==> src/logic/rct_pkg.sv <==
// constants, field layout and state record of the rtc / compare timer
// assumes a 50 MHz pclk and a 32.768 kHz-class subclock on a pin
package rct_pkg;

  // ****************************************
  // register indices (byte address = 4 x index)
  // ****************************************
  localparam logic [9:0] IDX_SEC = 10'h118;
  localparam logic [9:0] IDX_MIN = 10'h119;
  localparam logic [9:0] IDX_HR = 10'h11a;
  localparam logic [9:0] IDX_WK = 10'h11b;
  localparam logic [9:0] IDX_CR1 = 10'h11c;
  localparam logic [9:0] IDX_CR2 = 10'h11d;
  localparam logic [9:0] IDX_CSR = 10'h11e;

  // ****************************************
  // values after reset and write masks
  // ****************************************
  localparam logic [7:0] CR2_RST = 8'h00;
  localparam logic [7:0] CSR_RST = 8'h08;
  localparam logic [7:0] CSR_WMASK = 8'h6f;
  localparam logic [7:0] CR2_WMASK = 8'h3f;

  // ****************************************
  // field positions
  // ****************************************
  localparam int CR1_STATUS = 1;
  localparam int CR1_OUTEN = 2;
  localparam int CR1_INT = 3;
  localparam int CR1_SRST = 4;
  localparam int CR1_PM = 5;
  localparam int CR1_H24 = 6;
  localparam int CR1_START = 7;
  localparam int CR2_SEC = 0;
  localparam int CR2_MIN = 1;
  localparam int CR2_HR = 2;
  localparam int CR2_DAY = 3;
  localparam int CR2_WK = 4;
  localparam int CR2_CMP = 5;
  localparam int CSR_NIB = 2;
  localparam int CSR_MODE = 3;

  // ****************************************
  // counting limits and cycle counts
  // ****************************************
  localparam logic [7:0] SEC_MAX = 8'h3b;
  localparam logic [7:0] MIN_MAX = 8'h3b;
  localparam logic [7:0] HR24_MAX = 8'h17;
  localparam logic [7:0] HR12_MAX = 8'h0b;
  localparam logic [7:0] WK_MAX = 8'h06;
  localparam logic [7:0] SUNDAY = 8'h00;
  localparam logic [1:0] FC4_LAST = 2'h3;
  localparam logic [3:0] NIB_LAST = 4'hf;
  localparam int unsigned SEC_TICKS_DEF = 8192;

  typedef enum logic [1:0] {
    RCT_SRC_F4 = 2'b00,
    RCT_SRC_F8 = 2'b01,
    RCT_SRC_F32 = 2'b10,
    RCT_SRC_FC4 = 2'b11
  } rct_src_e;

  typedef struct packed {
    logic o;
    logic oe;
  } rct_pin_s;

  typedef struct packed {
    logic [4:0] presc;
    logic sync1;
    logic sync2;
    logic sub_prev;
    logic [1:0] fc4_div;
    logic [15:0] rtc_div;
    logic [7:0] sec;
    logic [7:0] min;
    logic [7:0] hr;
    logic [7:0] wk;
    logic start;
    logic status;
    logic outen;
    logic int_bit;
    logic srst;
    logic pm;
    logic h24;
    logic [5:0] cr2;
    logic [7:0] csr;
    logic half;
    logic [3:0] cnt4;
    logic [7:0] cnt8;
    logic cmp_out;
    logic irq;
    rct_pin_s pin;
    logic [31:0] prdata;
  } rct_state_s;

  localparam rct_state_s ST_RST = '{csr: CSR_RST, default: '0};

endpackage

==> src/logic/rct_timer.sv <==
// real-time clock / output compare timer with an apb register slave
// assumes a free pclk, a subclock on a pin and a port block for gpio use
//
// The APB slave port was left to the implementer.
`timescale 1ns/1ps

module rct_timer #(
  parameter int unsigned SEC_TICKS = rct_pkg::SEC_TICKS_DEF
) (
  input wire logic pclk,
  input wire logic presetn,
  input wire logic ce,
  input wire logic psel,
  input wire logic penable,
  input wire logic pwrite,
  input wire logic [11:0] paddr,
  input wire logic [31:0] pwdata,
  input wire logic [3:0] pstrb,
  output logic [31:0] prdata,
  output logic pready,
  output logic pslverr,
  input wire logic subclk,
  input wire logic gpio_o,
  input wire logic gpio_oe,
  output rct_pkg::rct_pin_s pin,
  output logic timer_irq
);

  // ****************************************
  // state
  // ****************************************
  // all state lives in one record; the combinational block below fills st_next
  rct_pkg::rct_state_s st_reg;
  rct_pkg::rct_state_s st_next;

  // decode and event wires, all driven combinationally below
  logic setup;
  logic access;
  logic hit;
  logic wr;
  logic stopped;
  logic cmp_mode;
  logic t_f4;
  logic t_f8;
  logic t_f32;
  logic t_fc4;
  logic src_tick;
  logic run;
  logic step8;
  logic ev_sec;
  logic ev_min;
  logic ev_hr;
  logic ev_day;
  logic ev_wk;
  logic clk_sel;
  logic [7:0] hr_max;
  logic [7:0] rd;
  logic [7:0] wd;

  // ****************************************
  // apb handshake
  // ****************************************
  // read data is captured at the setup edge, so the access phase never waits
  // on the read mux; the price is that a read sees state one cycle old
  // zero wait state; pready drops with ce so no write is lost while frozen
  assign setup = psel & ~penable;
  assign access = psel & penable;
  assign pready = ce;
  assign pslverr = access & ~hit;
  assign wr = access & pwrite & hit & pstrb[0] & ce;
  assign wd = pwdata[7:0];
  assign prdata = st_reg.prdata;
  assign pin = st_reg.pin;
  assign timer_irq = st_reg.irq;

  // address decode, register index sits in paddr[11:2]
  // paddr[1:0] is ignored, every register is one aligned word
  always_comb begin
    hit = 1'b0;
    unique case (paddr[11:2])
      rct_pkg::IDX_SEC,
      rct_pkg::IDX_MIN,
      rct_pkg::IDX_HR,
      rct_pkg::IDX_WK,
      rct_pkg::IDX_CR1,
      rct_pkg::IDX_CR2,
      rct_pkg::IDX_CSR: hit = 1'b1;
      default: hit = 1'b0;
    endcase
  end

  // ****************************************
  // read mux
  // ****************************************
  // compare mode reuses the seconds and minutes slots for counter and compare
  // value; reserved bits are forced to zero here and also in the stored copies on write
  always_comb begin
    rd = 8'h00;
    unique case (paddr[11:2])
      rct_pkg::IDX_SEC: begin
        rd = cmp_mode ? st_reg.cnt8 : st_reg.sec;
      end
      rct_pkg::IDX_MIN: rd = st_reg.min;
      rct_pkg::IDX_HR: rd = st_reg.hr;
      rct_pkg::IDX_WK: rd = st_reg.wk;
      rct_pkg::IDX_CR1: begin
        rd = {st_reg.start, st_reg.h24, st_reg.pm, st_reg.srst,
              st_reg.int_bit, st_reg.outen, st_reg.status, 1'b0};
      end
      rct_pkg::IDX_CR2: rd = {2'b00, st_reg.cr2};
      rct_pkg::IDX_CSR: rd = st_reg.csr & rct_pkg::CSR_WMASK;
      default: rd = 8'h00;
    endcase
  end

  // ****************************************
  // internal clock taps
  // ****************************************
  // f2..f32 are enables carved from one free prescaler, never real clocks
  // so the whole block stays on pclk and no clock crosses a domain
  assign t_f4 = (st_reg.presc[1:0] == 2'b11);
  assign t_f8 = (st_reg.presc[2:0] == 3'b111);
  assign t_f32 = (st_reg.presc == 5'h1f);
  // subclock edge seen on the synchronised copy only
  assign t_fc4 = st_reg.sync2 & ~st_reg.sub_prev & (st_reg.fc4_div == rct_pkg::FC4_LAST);
  assign cmp_mode = ~st_reg.csr[rct_pkg::CSR_MODE];
  assign stopped = ~st_reg.start & ~st_reg.status;
  assign hr_max = st_reg.h24 ? rct_pkg::HR24_MAX : rct_pkg::HR12_MAX;

  // count source select; the clock mode always runs from the subclock
  always_comb begin
    src_tick = t_fc4;
    if (cmp_mode) begin
      unique case (rct_pkg::rct_src_e'(st_reg.csr[1:0]))
        rct_pkg::RCT_SRC_F4: src_tick = t_f4;
        rct_pkg::RCT_SRC_F8: src_tick = t_f8;
        rct_pkg::RCT_SRC_F32: src_tick = t_f32;
        rct_pkg::RCT_SRC_FC4: src_tick = t_fc4;
      endcase
    end
  end

  // counting is gated by the status flag, not by the start bit itself
  assign run = st_reg.status & src_tick;

  // divided clock for the pin, select 11 falls back to f8
  // the pin copy adds one cycle, so its edges lag the prescaler by one
  always_comb begin
    unique case (st_reg.csr[6:5])
      2'b00: clk_sel = st_reg.presc[0];
      2'b01: clk_sel = st_reg.presc[1];
      default: clk_sel = st_reg.presc[2];
    endcase
  end

  // ****************************************
  // next state
  // ****************************************
  always_comb begin
    st_next = st_reg;
    ev_sec = 1'b0;
    ev_min = 1'b0;
    ev_hr = 1'b0;
    ev_day = 1'b0;
    ev_wk = 1'b0;
    step8 = 1'b0;
    st_next.irq = 1'b0;

    // prescaler and two-flop subclock synchroniser
    st_next.presc = st_reg.presc + 5'h01;
    st_next.sync1 = subclk;
    st_next.sync2 = st_reg.sync1;
    st_next.sub_prev = st_reg.sync2;
    if (st_reg.sync2 & ~st_reg.sub_prev) begin
      st_next.fc4_div = st_reg.fc4_div + 2'h1;
    end

    // status follows start on the next source tick, well inside two
    // a slow source such as f32 makes this wait up to 32 pclk cycles
    if (src_tick) begin
      st_next.status = st_reg.start;
    end

    // clock mode: second prescaler, then the calendar chain
    // values written out of range wrap at the next update, never stick
    if (!cmp_mode && run) begin
      if (st_reg.rtc_div == 16'(SEC_TICKS - 1)) begin
        st_next.rtc_div = 16'h0000;
        ev_sec = 1'b1;
      end else begin
        st_next.rtc_div = st_reg.rtc_div + 16'h0001;
      end
    end
    if (ev_sec) begin
      if (st_reg.sec >= rct_pkg::SEC_MAX) begin
        st_next.sec = 8'h00;
        ev_min = 1'b1;
      end else begin
        st_next.sec = st_reg.sec + 8'h01;
      end
    end
    if (ev_min) begin
      if (st_reg.min >= rct_pkg::MIN_MAX) begin
        st_next.min = 8'h00;
        ev_hr = 1'b1;
      end else begin
        st_next.min = st_reg.min + 8'h01;
      end
    end
    if (ev_hr) begin
      if (st_reg.hr >= hr_max) begin
        st_next.hr = 8'h00;
        // twelve-hour mode: the day turns when p.m. goes back to a.m.
        // in 24-hour mode pm stays low and every wrap is a new day
        st_next.pm = ~st_reg.pm & ~st_reg.h24;
        ev_day = st_reg.h24 | st_reg.pm;
      end else begin
        st_next.hr = st_reg.hr + 8'h01;
      end
    end
    if (ev_day) begin
      if (st_reg.wk >= rct_pkg::WK_MAX) begin
        st_next.wk = rct_pkg::SUNDAY;
        ev_wk = 1'b1;
      end else begin
        st_next.wk = st_reg.wk + 8'h01;
      end
    end

    // periodic interrupt request, one pclk pulse per event
    // several events at one rollover still make one pulse, not a burst
    if (!cmp_mode) begin
      st_next.irq = (ev_sec & st_reg.cr2[rct_pkg::CR2_SEC])
                  | (ev_min & st_reg.cr2[rct_pkg::CR2_MIN])
                  | (ev_hr & st_reg.cr2[rct_pkg::CR2_HR])
                  | (ev_day & st_reg.cr2[rct_pkg::CR2_DAY])
                  | (ev_wk & st_reg.cr2[rct_pkg::CR2_WK]);
    end

    // compare mode: halve the source, optional nibble, then byte counter
    // nothing here runs while stopped, so counts and pin level hold
    // the half flop keeps its phase too, so a restart resumes mid-period
    if (cmp_mode && run) begin
      st_next.half = ~st_reg.half;
      if (st_reg.half) begin
        if (st_reg.csr[rct_pkg::CSR_NIB]) begin
          st_next.cnt4 = st_reg.cnt4 + 4'h1;
          step8 = (st_reg.cnt4 == rct_pkg::NIB_LAST);
        end else begin
          step8 = 1'b1;
        end
      end
    end
    if (step8) begin
      if (st_reg.cnt8 == st_reg.min) begin
        // wrap, toggle and request share this one tick
        st_next.cnt8 = 8'h00;
        st_next.cmp_out = ~st_reg.cmp_out;
        st_next.irq = st_reg.cr2[rct_pkg::CR2_CMP];
      end else begin
        st_next.cnt8 = st_reg.cnt8 + 8'h01;
      end
    end

    // read data is latched in the setup phase
    // an unmapped access returns zero together with its error response
    if (setup) begin
      st_next.prdata = {24'h00_0000, rd};
    end else if (access && !hit) begin
      st_next.prdata = 32'h0000_0000;
    end

    // register writes land at the access edge
    // writing time or control while running is software's hazard; only the
    // compare value and the compare-mode counter are guarded in hardware
    if (wr) begin
      unique case (paddr[11:2])
        rct_pkg::IDX_SEC: begin
          if (!cmp_mode) begin
            st_next.sec = wd;
          end
        end
        rct_pkg::IDX_MIN: begin
          if (!cmp_mode || stopped) begin
            st_next.min = wd;
          end
        end
        rct_pkg::IDX_HR: st_next.hr = wd;
        rct_pkg::IDX_WK: st_next.wk = wd;
        rct_pkg::IDX_CR1: begin
          st_next.start = wd[rct_pkg::CR1_START];
          st_next.h24 = wd[rct_pkg::CR1_H24];
          st_next.pm = wd[rct_pkg::CR1_PM];
          st_next.srst = wd[rct_pkg::CR1_SRST];
          st_next.int_bit = wd[rct_pkg::CR1_INT];
          st_next.outen = wd[rct_pkg::CR1_OUTEN];
        end
        rct_pkg::IDX_CR2: st_next.cr2 = wd[5:0] & rct_pkg::CR2_WMASK[5:0];
        rct_pkg::IDX_CSR: st_next.csr = wd & rct_pkg::CSR_WMASK;
        default: st_next.csr = st_reg.csr;
      endcase

      // soft reset acts on the write that takes the bit from 1 to 0
      // the source select and the output enable survive it on purpose
      if (paddr[11:2] == rct_pkg::IDX_CR1 && st_reg.srst && !wd[rct_pkg::CR1_SRST]) begin
        st_next.sec = 8'h00;
        st_next.min = 8'h00;
        st_next.hr = 8'h00;
        st_next.wk = 8'h00;
        st_next.cr2 = rct_pkg::CR2_RST[5:0];
        st_next.status = 1'b0;
        st_next.int_bit = 1'b0;
        st_next.pm = 1'b0;
        st_next.h24 = 1'b0;
        st_next.start = 1'b0;
        st_next.cnt8 = 8'h00;
        st_next.cnt4 = 4'h0;
        st_next.half = 1'b0;
        st_next.rtc_div = 16'h0000;
        st_next.cmp_out = 1'b0;
        st_next.irq = 1'b0;
      end
    end

    // pin function: divided clock, compare level or the port's own drive
    // one flop on every path keeps the pin free of decode glitches
    if (st_reg.outen) begin
      st_next.pin.oe = 1'b1;
      st_next.pin.o = cmp_mode ? st_reg.cmp_out : clk_sel;
    end else begin
      st_next.pin.oe = gpio_oe;
      st_next.pin.o = gpio_o;
    end
  end

  // ****************************************
  // state register
  // ****************************************
  // ce low freezes every flop, prescaler and synchroniser included
  // a frozen synchroniser may miss subclock edges; ce is meant for a debug halt
  always_ff @(posedge pclk or negedge presetn) begin
    if (!presetn) begin
      st_reg <= rct_pkg::ST_RST;
    end else if (ce) begin
      st_reg <= st_next;
    end
  end

endmodule

==> config.mk <==
export PLATFORM = sky130hd
export DESIGN_NAME = rct_timer
export DESIGN_NICKNAME = d
export VERILOG_FILES = /design/src/logic/rct_pkg.sv /design/src/logic/rct_timer.sv
export SDC_FILE = /design/constraint.sdc
export NUM_CORES = 1
export LEC_CHECK = 0
export BUFFER_PORTS_ARGS = -buffer_cell sky130_fd_sc_hd__buf_2
export CAP_MARGIN = 20
export CORE_MARGIN = 2
export CORE_UTILIZATION = 36
export DETAILED_ROUTE_END_ITERATION = 16
export GPL_TIMING_DRIVEN = 0
export PLACE_DENSITY = 0.57
export SYNTH_ARGS = -nofsm -noshare
export SYNTH_HDL_FRONTEND = slang
export SYNTH_SLANG_ARGS = --single-unit
==> constraint.sdc <==
create_clock -name pclk -period 3.9 [get_ports pclk]
set_input_delay 0.78 -clock pclk [delete_from_list [all_inputs] [get_ports pclk]]
set_output_delay 0.78 -clock pclk [all_outputs]
set_load 0.03 [all_outputs]
# [Word level (Yosys, flattened, before mapping)]
# Cells that the tools add are included.
[op_classes] eq_ne=18 n_lt_le_gt_ge=4 reduce_logical=20 shift=0 n_addsub=9 mux=59 div_mod_pow=0 bitwise_logic=32 multipliers=0
[op_table] op="8-bit two-way mux" count=17
[op_table] op="84-bit two-way mux" count=1
[op_table] op="10-bit by 9-bit equality test with 1-bit output (second input constant)" count=7
[op_table] op="32-bit two-way mux" count=2
[op_table] op="8-bit one-hot mux with 7 select lines" count=1
[op_table] op="50-bit two-way mux" count=1
[op_table] op="8-bit by 1-bit adder with 8-bit output (second input constant)" count=5
[op_table] op="16-bit two-way mux" count=2
[op_table] op="1-bit two-way mux" count=22
[op_table] op="1-bit AND" count=17
[op_table] op="16-bit by 1-bit adder with 16-bit output (second input constant)" count=1
[op_table] op="16-bit by 13-bit equality test with 1-bit output (second input constant)" count=1
[op_table] op="8-bit by 6-bit greater-or-equal comparator with 1-bit output (second input constant)" count=2
[op_table] op="15-bit two-way mux" count=1
[op_table] op="5-bit two-way mux" count=3
[op_table] op="3-bit AND reduction" count=4
[op_table] op="10-bit two-way mux" count=1
[op_table] op="1-bit NOT" count=10
[op_table] op="2-bit equality test (second input constant)" count=4
[op_table] op="8-bit equality test" count=1
[op_table] op="8-bit by 3-bit greater-or-equal comparator with 1-bit output (second input constant)" count=1
[op_table] op="8-bit by 5-bit greater-or-equal comparator with 1-bit output" count=1
[op_table] op="4-bit two-way mux" count=2
[op_table] op="7-bit two-way mux" count=1
[op_table] op="19 further kinds" count=34
[word_totals] mem_bits_ro=0 register_bits=126 out_inout_bits=37 memories=0 mem_bits_rw=0 word_cells=169 latchBits=0

# [Longest topological paths before layout]
[logic_depth] depth_word=19 depth_mapped=9 depth_no_buf=9

# [Least setup slack after synthesis]
# OpenSTA, ideal clock, no wires.
[synth_timing] path_kind="input to output" start="input paddr[7]" end="output pslverr" arrival_ns=2.185 n_path_buf=1 slack_ns=0.935 stages=4 path_cell_list="or4b_4 > or4_4 > buf_6 > and3_1"
[synth_between] elab_chain_len=5
[synth_rtl] item="start: declaration" line="rct_timer.sv:16" text="input wire logic [11:0] paddr,"
[synth_rtl] item="10-bit by 9-bit equality test with 1-bit output" line="rct_timer.sv:80" text="unique case (paddr[11:2])"
[synth_rtl] item="7-bit OR reduction (*)" line="rct_timer.sv:80"
[synth_rtl] item="1-bit two-way mux (*)" line="rct_timer.sv:80"
[synth_rtl] item="1-bit NOT (*)" line="rct_timer.sv:69" text="assign pslverr = access & ~hit;"
[synth_rtl] item="1-bit AND (*)" line="rct_timer.sv:69"
[synth_rtl] item="end: declaration" line="rct_timer.sv:21" text="output logic pslverr,"
# Mark *: on every way between the ends. The rest lies on a longest branch, timed or not.

# [Worst setup path after layout]
# Same ends and word-level chain as after synthesis.

==> results.md <==
* Worst Hold Class: in2async
* Largest net degree at the start of global routing at 55
* Initial antenna violation count at 0
* CTS tree: yes
* Synth Flop Type: dfrtp_1
* Reg2Reg Setup Slack at 830 ps
* Outcome: finished clean
* RSZ-0062 raised after global routing: false
* Post-route cell area at between 7000 and 8000 um2
* Cell count after synthesis at roughly 770
* DRC errors left at 0
* Register area at 2550 um2
* Die W at 142 um
* Worst slew margin at between 20 and 30%
* Post-CTS Setup Repair Bufs at 0
* Diodes inserted at 0
* Area of the multi-input gates at between 3000 and 4000 um2
* Row cnt at 50
* Max stage delay on crit path at 570 ps
* CP max FO at 9
* Core Area at 18700 um2
* Filler cells at 1914
* Max reg flops at between 80 and 90
* WHS at between 400 and 500 ps
* Tot GR Track Use at about a quarter
* Tmin final at roughly 3200 ps
* Die ar. at between 20000 and 25000 um2
* CP Launch Type: input pin
* WL final at 23200 um
* Hold violation total from the final report at 0
* Critical path endpoint category: output pin
* CTS Root Cell: clkbuf_16
* CP required at around 3100 ps
* Total CTS buffers at 9
* Worst-Skew Late Latency at roughly 360 ps
* Final ANT Viol Nets at 0
* CP Data Arrival Time at 2400 ps
* Yosys top cell area share at 36.9%
* Die Y at between 100 and 150 um
* Compound-Gate Fraction of Synth Area at 22.8%
* Simple-Gate Fraction of Synth Area at a little under a quarter
* Max clock buf depth at 2
* Via-per-instance ratio at ~6
* Slew @ Worst Pin at ~1100 ps
* First-pass iteration count of the detailed router at 6
* Synthesis-stage register bit count at ~100
* Most used cell along the critical path: buf_2
* Worst VDD drop at roughly 0.0002 V
* Wirelength per Cell at around 21 um
* Initial drt markers at between 700 and 800
* EDFF count, synth at 0
* LEAKAGE at between 3 and 4 nW
* Layout area overhead at 12.7%
* GPL Wtd Cong at roughly 0.95
* Port bufs at 37
* Slowest library cell on the worst path: or4b_4
* Mux cell area share after synthesis at 4.73%
* # nets final at 916
* I/O Pins at 94
* Largest family of logic cells by synthesized area: simple AND/OR/NAND/NOR gates
* Largest cells by area after synthesis: dfrtp_1 37%, o21ai_0 4.5%, buf_4 3.9%
* Worst Skew at 6.78 ps
* DR vias at between 6k and 7k
* Final Non-Filler Cells at approximately 1.1k
* Depth of the worst register-to-register path at 7
* Cell variety after synth at 86
* Fin. max-slew vios at 0
* Area after DPL at roughly 7400 um2
* Synth Area in XOR/XNOR at between 2 and 3%
* Clock Pin Slew Worst Setup and Hold Paths at 70 ps
* Syn Std Cell Area at just under 7000 um2
* Max Clock Freq at approximately 310 MHz
* H-tree depth at 3
* Synth area leader: dfrtp_1
* Pwr/cell area at a little over 300 nW/um2
* Grt ovf at 0
* Critical path class: in2out
* Reg2reg start: st_reg[86]
* HPWL after DPL at around 17000 um
* Crit-path cells: buf_2, or4b_4, or4_4, buf_6, and3_1, buf_2
* Share of flip-flops with an asynchronous set or reset at 100%
* Post-CTS sizing at 0
* First-pass GRT wire length at 36300 um
* Initial Utilization at around 37%
* Most common cell in the synthesized netlist: dfrtp_1
* Post-synthesis sequential area ratio at about 37%
* End of the worst register-to-register path: st_reg[81]
* TNS Setup at 0 ps
* Synth Area in Adders at 2.74%
* Setup violators final at 0
* Hold-fix buffers at CTS at 0
* Vias in the first global route at about 6.0k
* Share of cells above drive strength 1 at between 10% and 20%
* MaxCap Viol Count at 0
* Yosys warning count at 0
* Clock sinks at around 100
* Synth cell count leaders: 101 x dfrtp_1, 72 x nand2_1, 62 x o21ai_0
* Syn avg cell area at between 8 and 9 um2
* Placed Cells at around 1.1k
* Tcrit/Tclk final at 81.6%
[critical path, delay by kind of cell]
kind | cells | cell delay, ps
buffers and inverters | 3 | 440
and+or+nand+nor | 3 | 1180
[how the worst max path moves through the flow]
stage	endpoint	startpoint
2_1_floorplan	pslverr	paddr[7]
3_3_place_gp	st_reg[103]	paddr[2]
3_5_place_dp	st_reg[103]	paddr[7]
4_1_cts	pslverr	paddr[7]
5_1_grt	pslverr	paddr[7]
6_report	pslverr	paddr[7]
[cell usage in the layout, fill, tap and decap left out, types with 4 or more instances in the layout]
master and instances:
a211o_1 4, a31oi_1 10, nor4_1 9, o2bb2ai_1 6
xnor2_1 6, a222oi_1 5, and3_1 17, and2_1 8
mux2_2 18, clkbuf_16 9, nand2_1 72, a21oi_1 38
clkbuf_1 30, conb_1 24, mux2i_1 11, nand3_1 45
a22o_1 12, ha_1 15, inv_1 9, nor2b_1 7
and4_1 8, a21o_1 13, nand3b_1 4, a22oi_1 13
o31ai_1 10, xor2_1 16, nor3_1 15, a32o_1 5
buf_4 37, a211oi_1 4, or3_1 6, nor2_1 52
o21ai_0 62, buf_2 40, dfrtp_1 101, or2_2 4
nand4_1 11
[per-layer routing]
metal	up-vias	track usage, %	wire, um
li1	2984	-	-
met1	3087	32.8	10100
met2	340	36.2	10200
met3	58	5.25	2120
met4	0	9.95	840
met5	-	0	0
[metrics by stage]
step | worst slack, ps | utilization [%] | total power (W)
6_report | 716 | 41.3 | 0.00237
5_1_grt | 692 | 41.3 | 0.00248
4_1_cts | 718 | 41.3 | 0.00239
3_5_place_dp | 477 | 39.8 | 0.00150
3_3_place_gp | 479 | 39.6 | 0.00149
2_1_floorplan | 935 | - | 0.00138
[cells by family (layout without fill, tap and decap cells)]
logic type / after synthesis / count (layout)
xor+xnor: 22 / 22
other cells: 1 / 24
fa+ha+maj: 15 / 15
compound gates: 230 / 230
buf+inv: 83 / 136
mux: 30 / 30
flops: 102 / 102
simple gates: 289 / 289
[final cells by class]
| class | instances | area share (%) |
|---|---|---|
| Tap cell | 234 | 3.79 |
| Inverter | 11 | 0.535 |
| Timing Repair Buffer | 38 | 2.79 |
| Buffer | 72 | 5.51 |
| Sequential cell | 102 | 33.1 |
| Clock inverter | 2 | 0.211 |
| Clock buffer | 13 | 3.37 |
| Multi-Input combinational cell | 610 | 50.7 |
[where the power goes]
part           total, W  leakage [nW]  switching (W)  internal (W)
Combinational  0.000333          1.90       0.000207      0.000126
Sequential      0.00115          1.35      0.0000419       0.00111
Clock          0.000888         0.132       0.000420      0.000468
Total           0.00237          3.39       0.000669       0.00170
No activity file was read; power rests on OpenSTA's default activity.
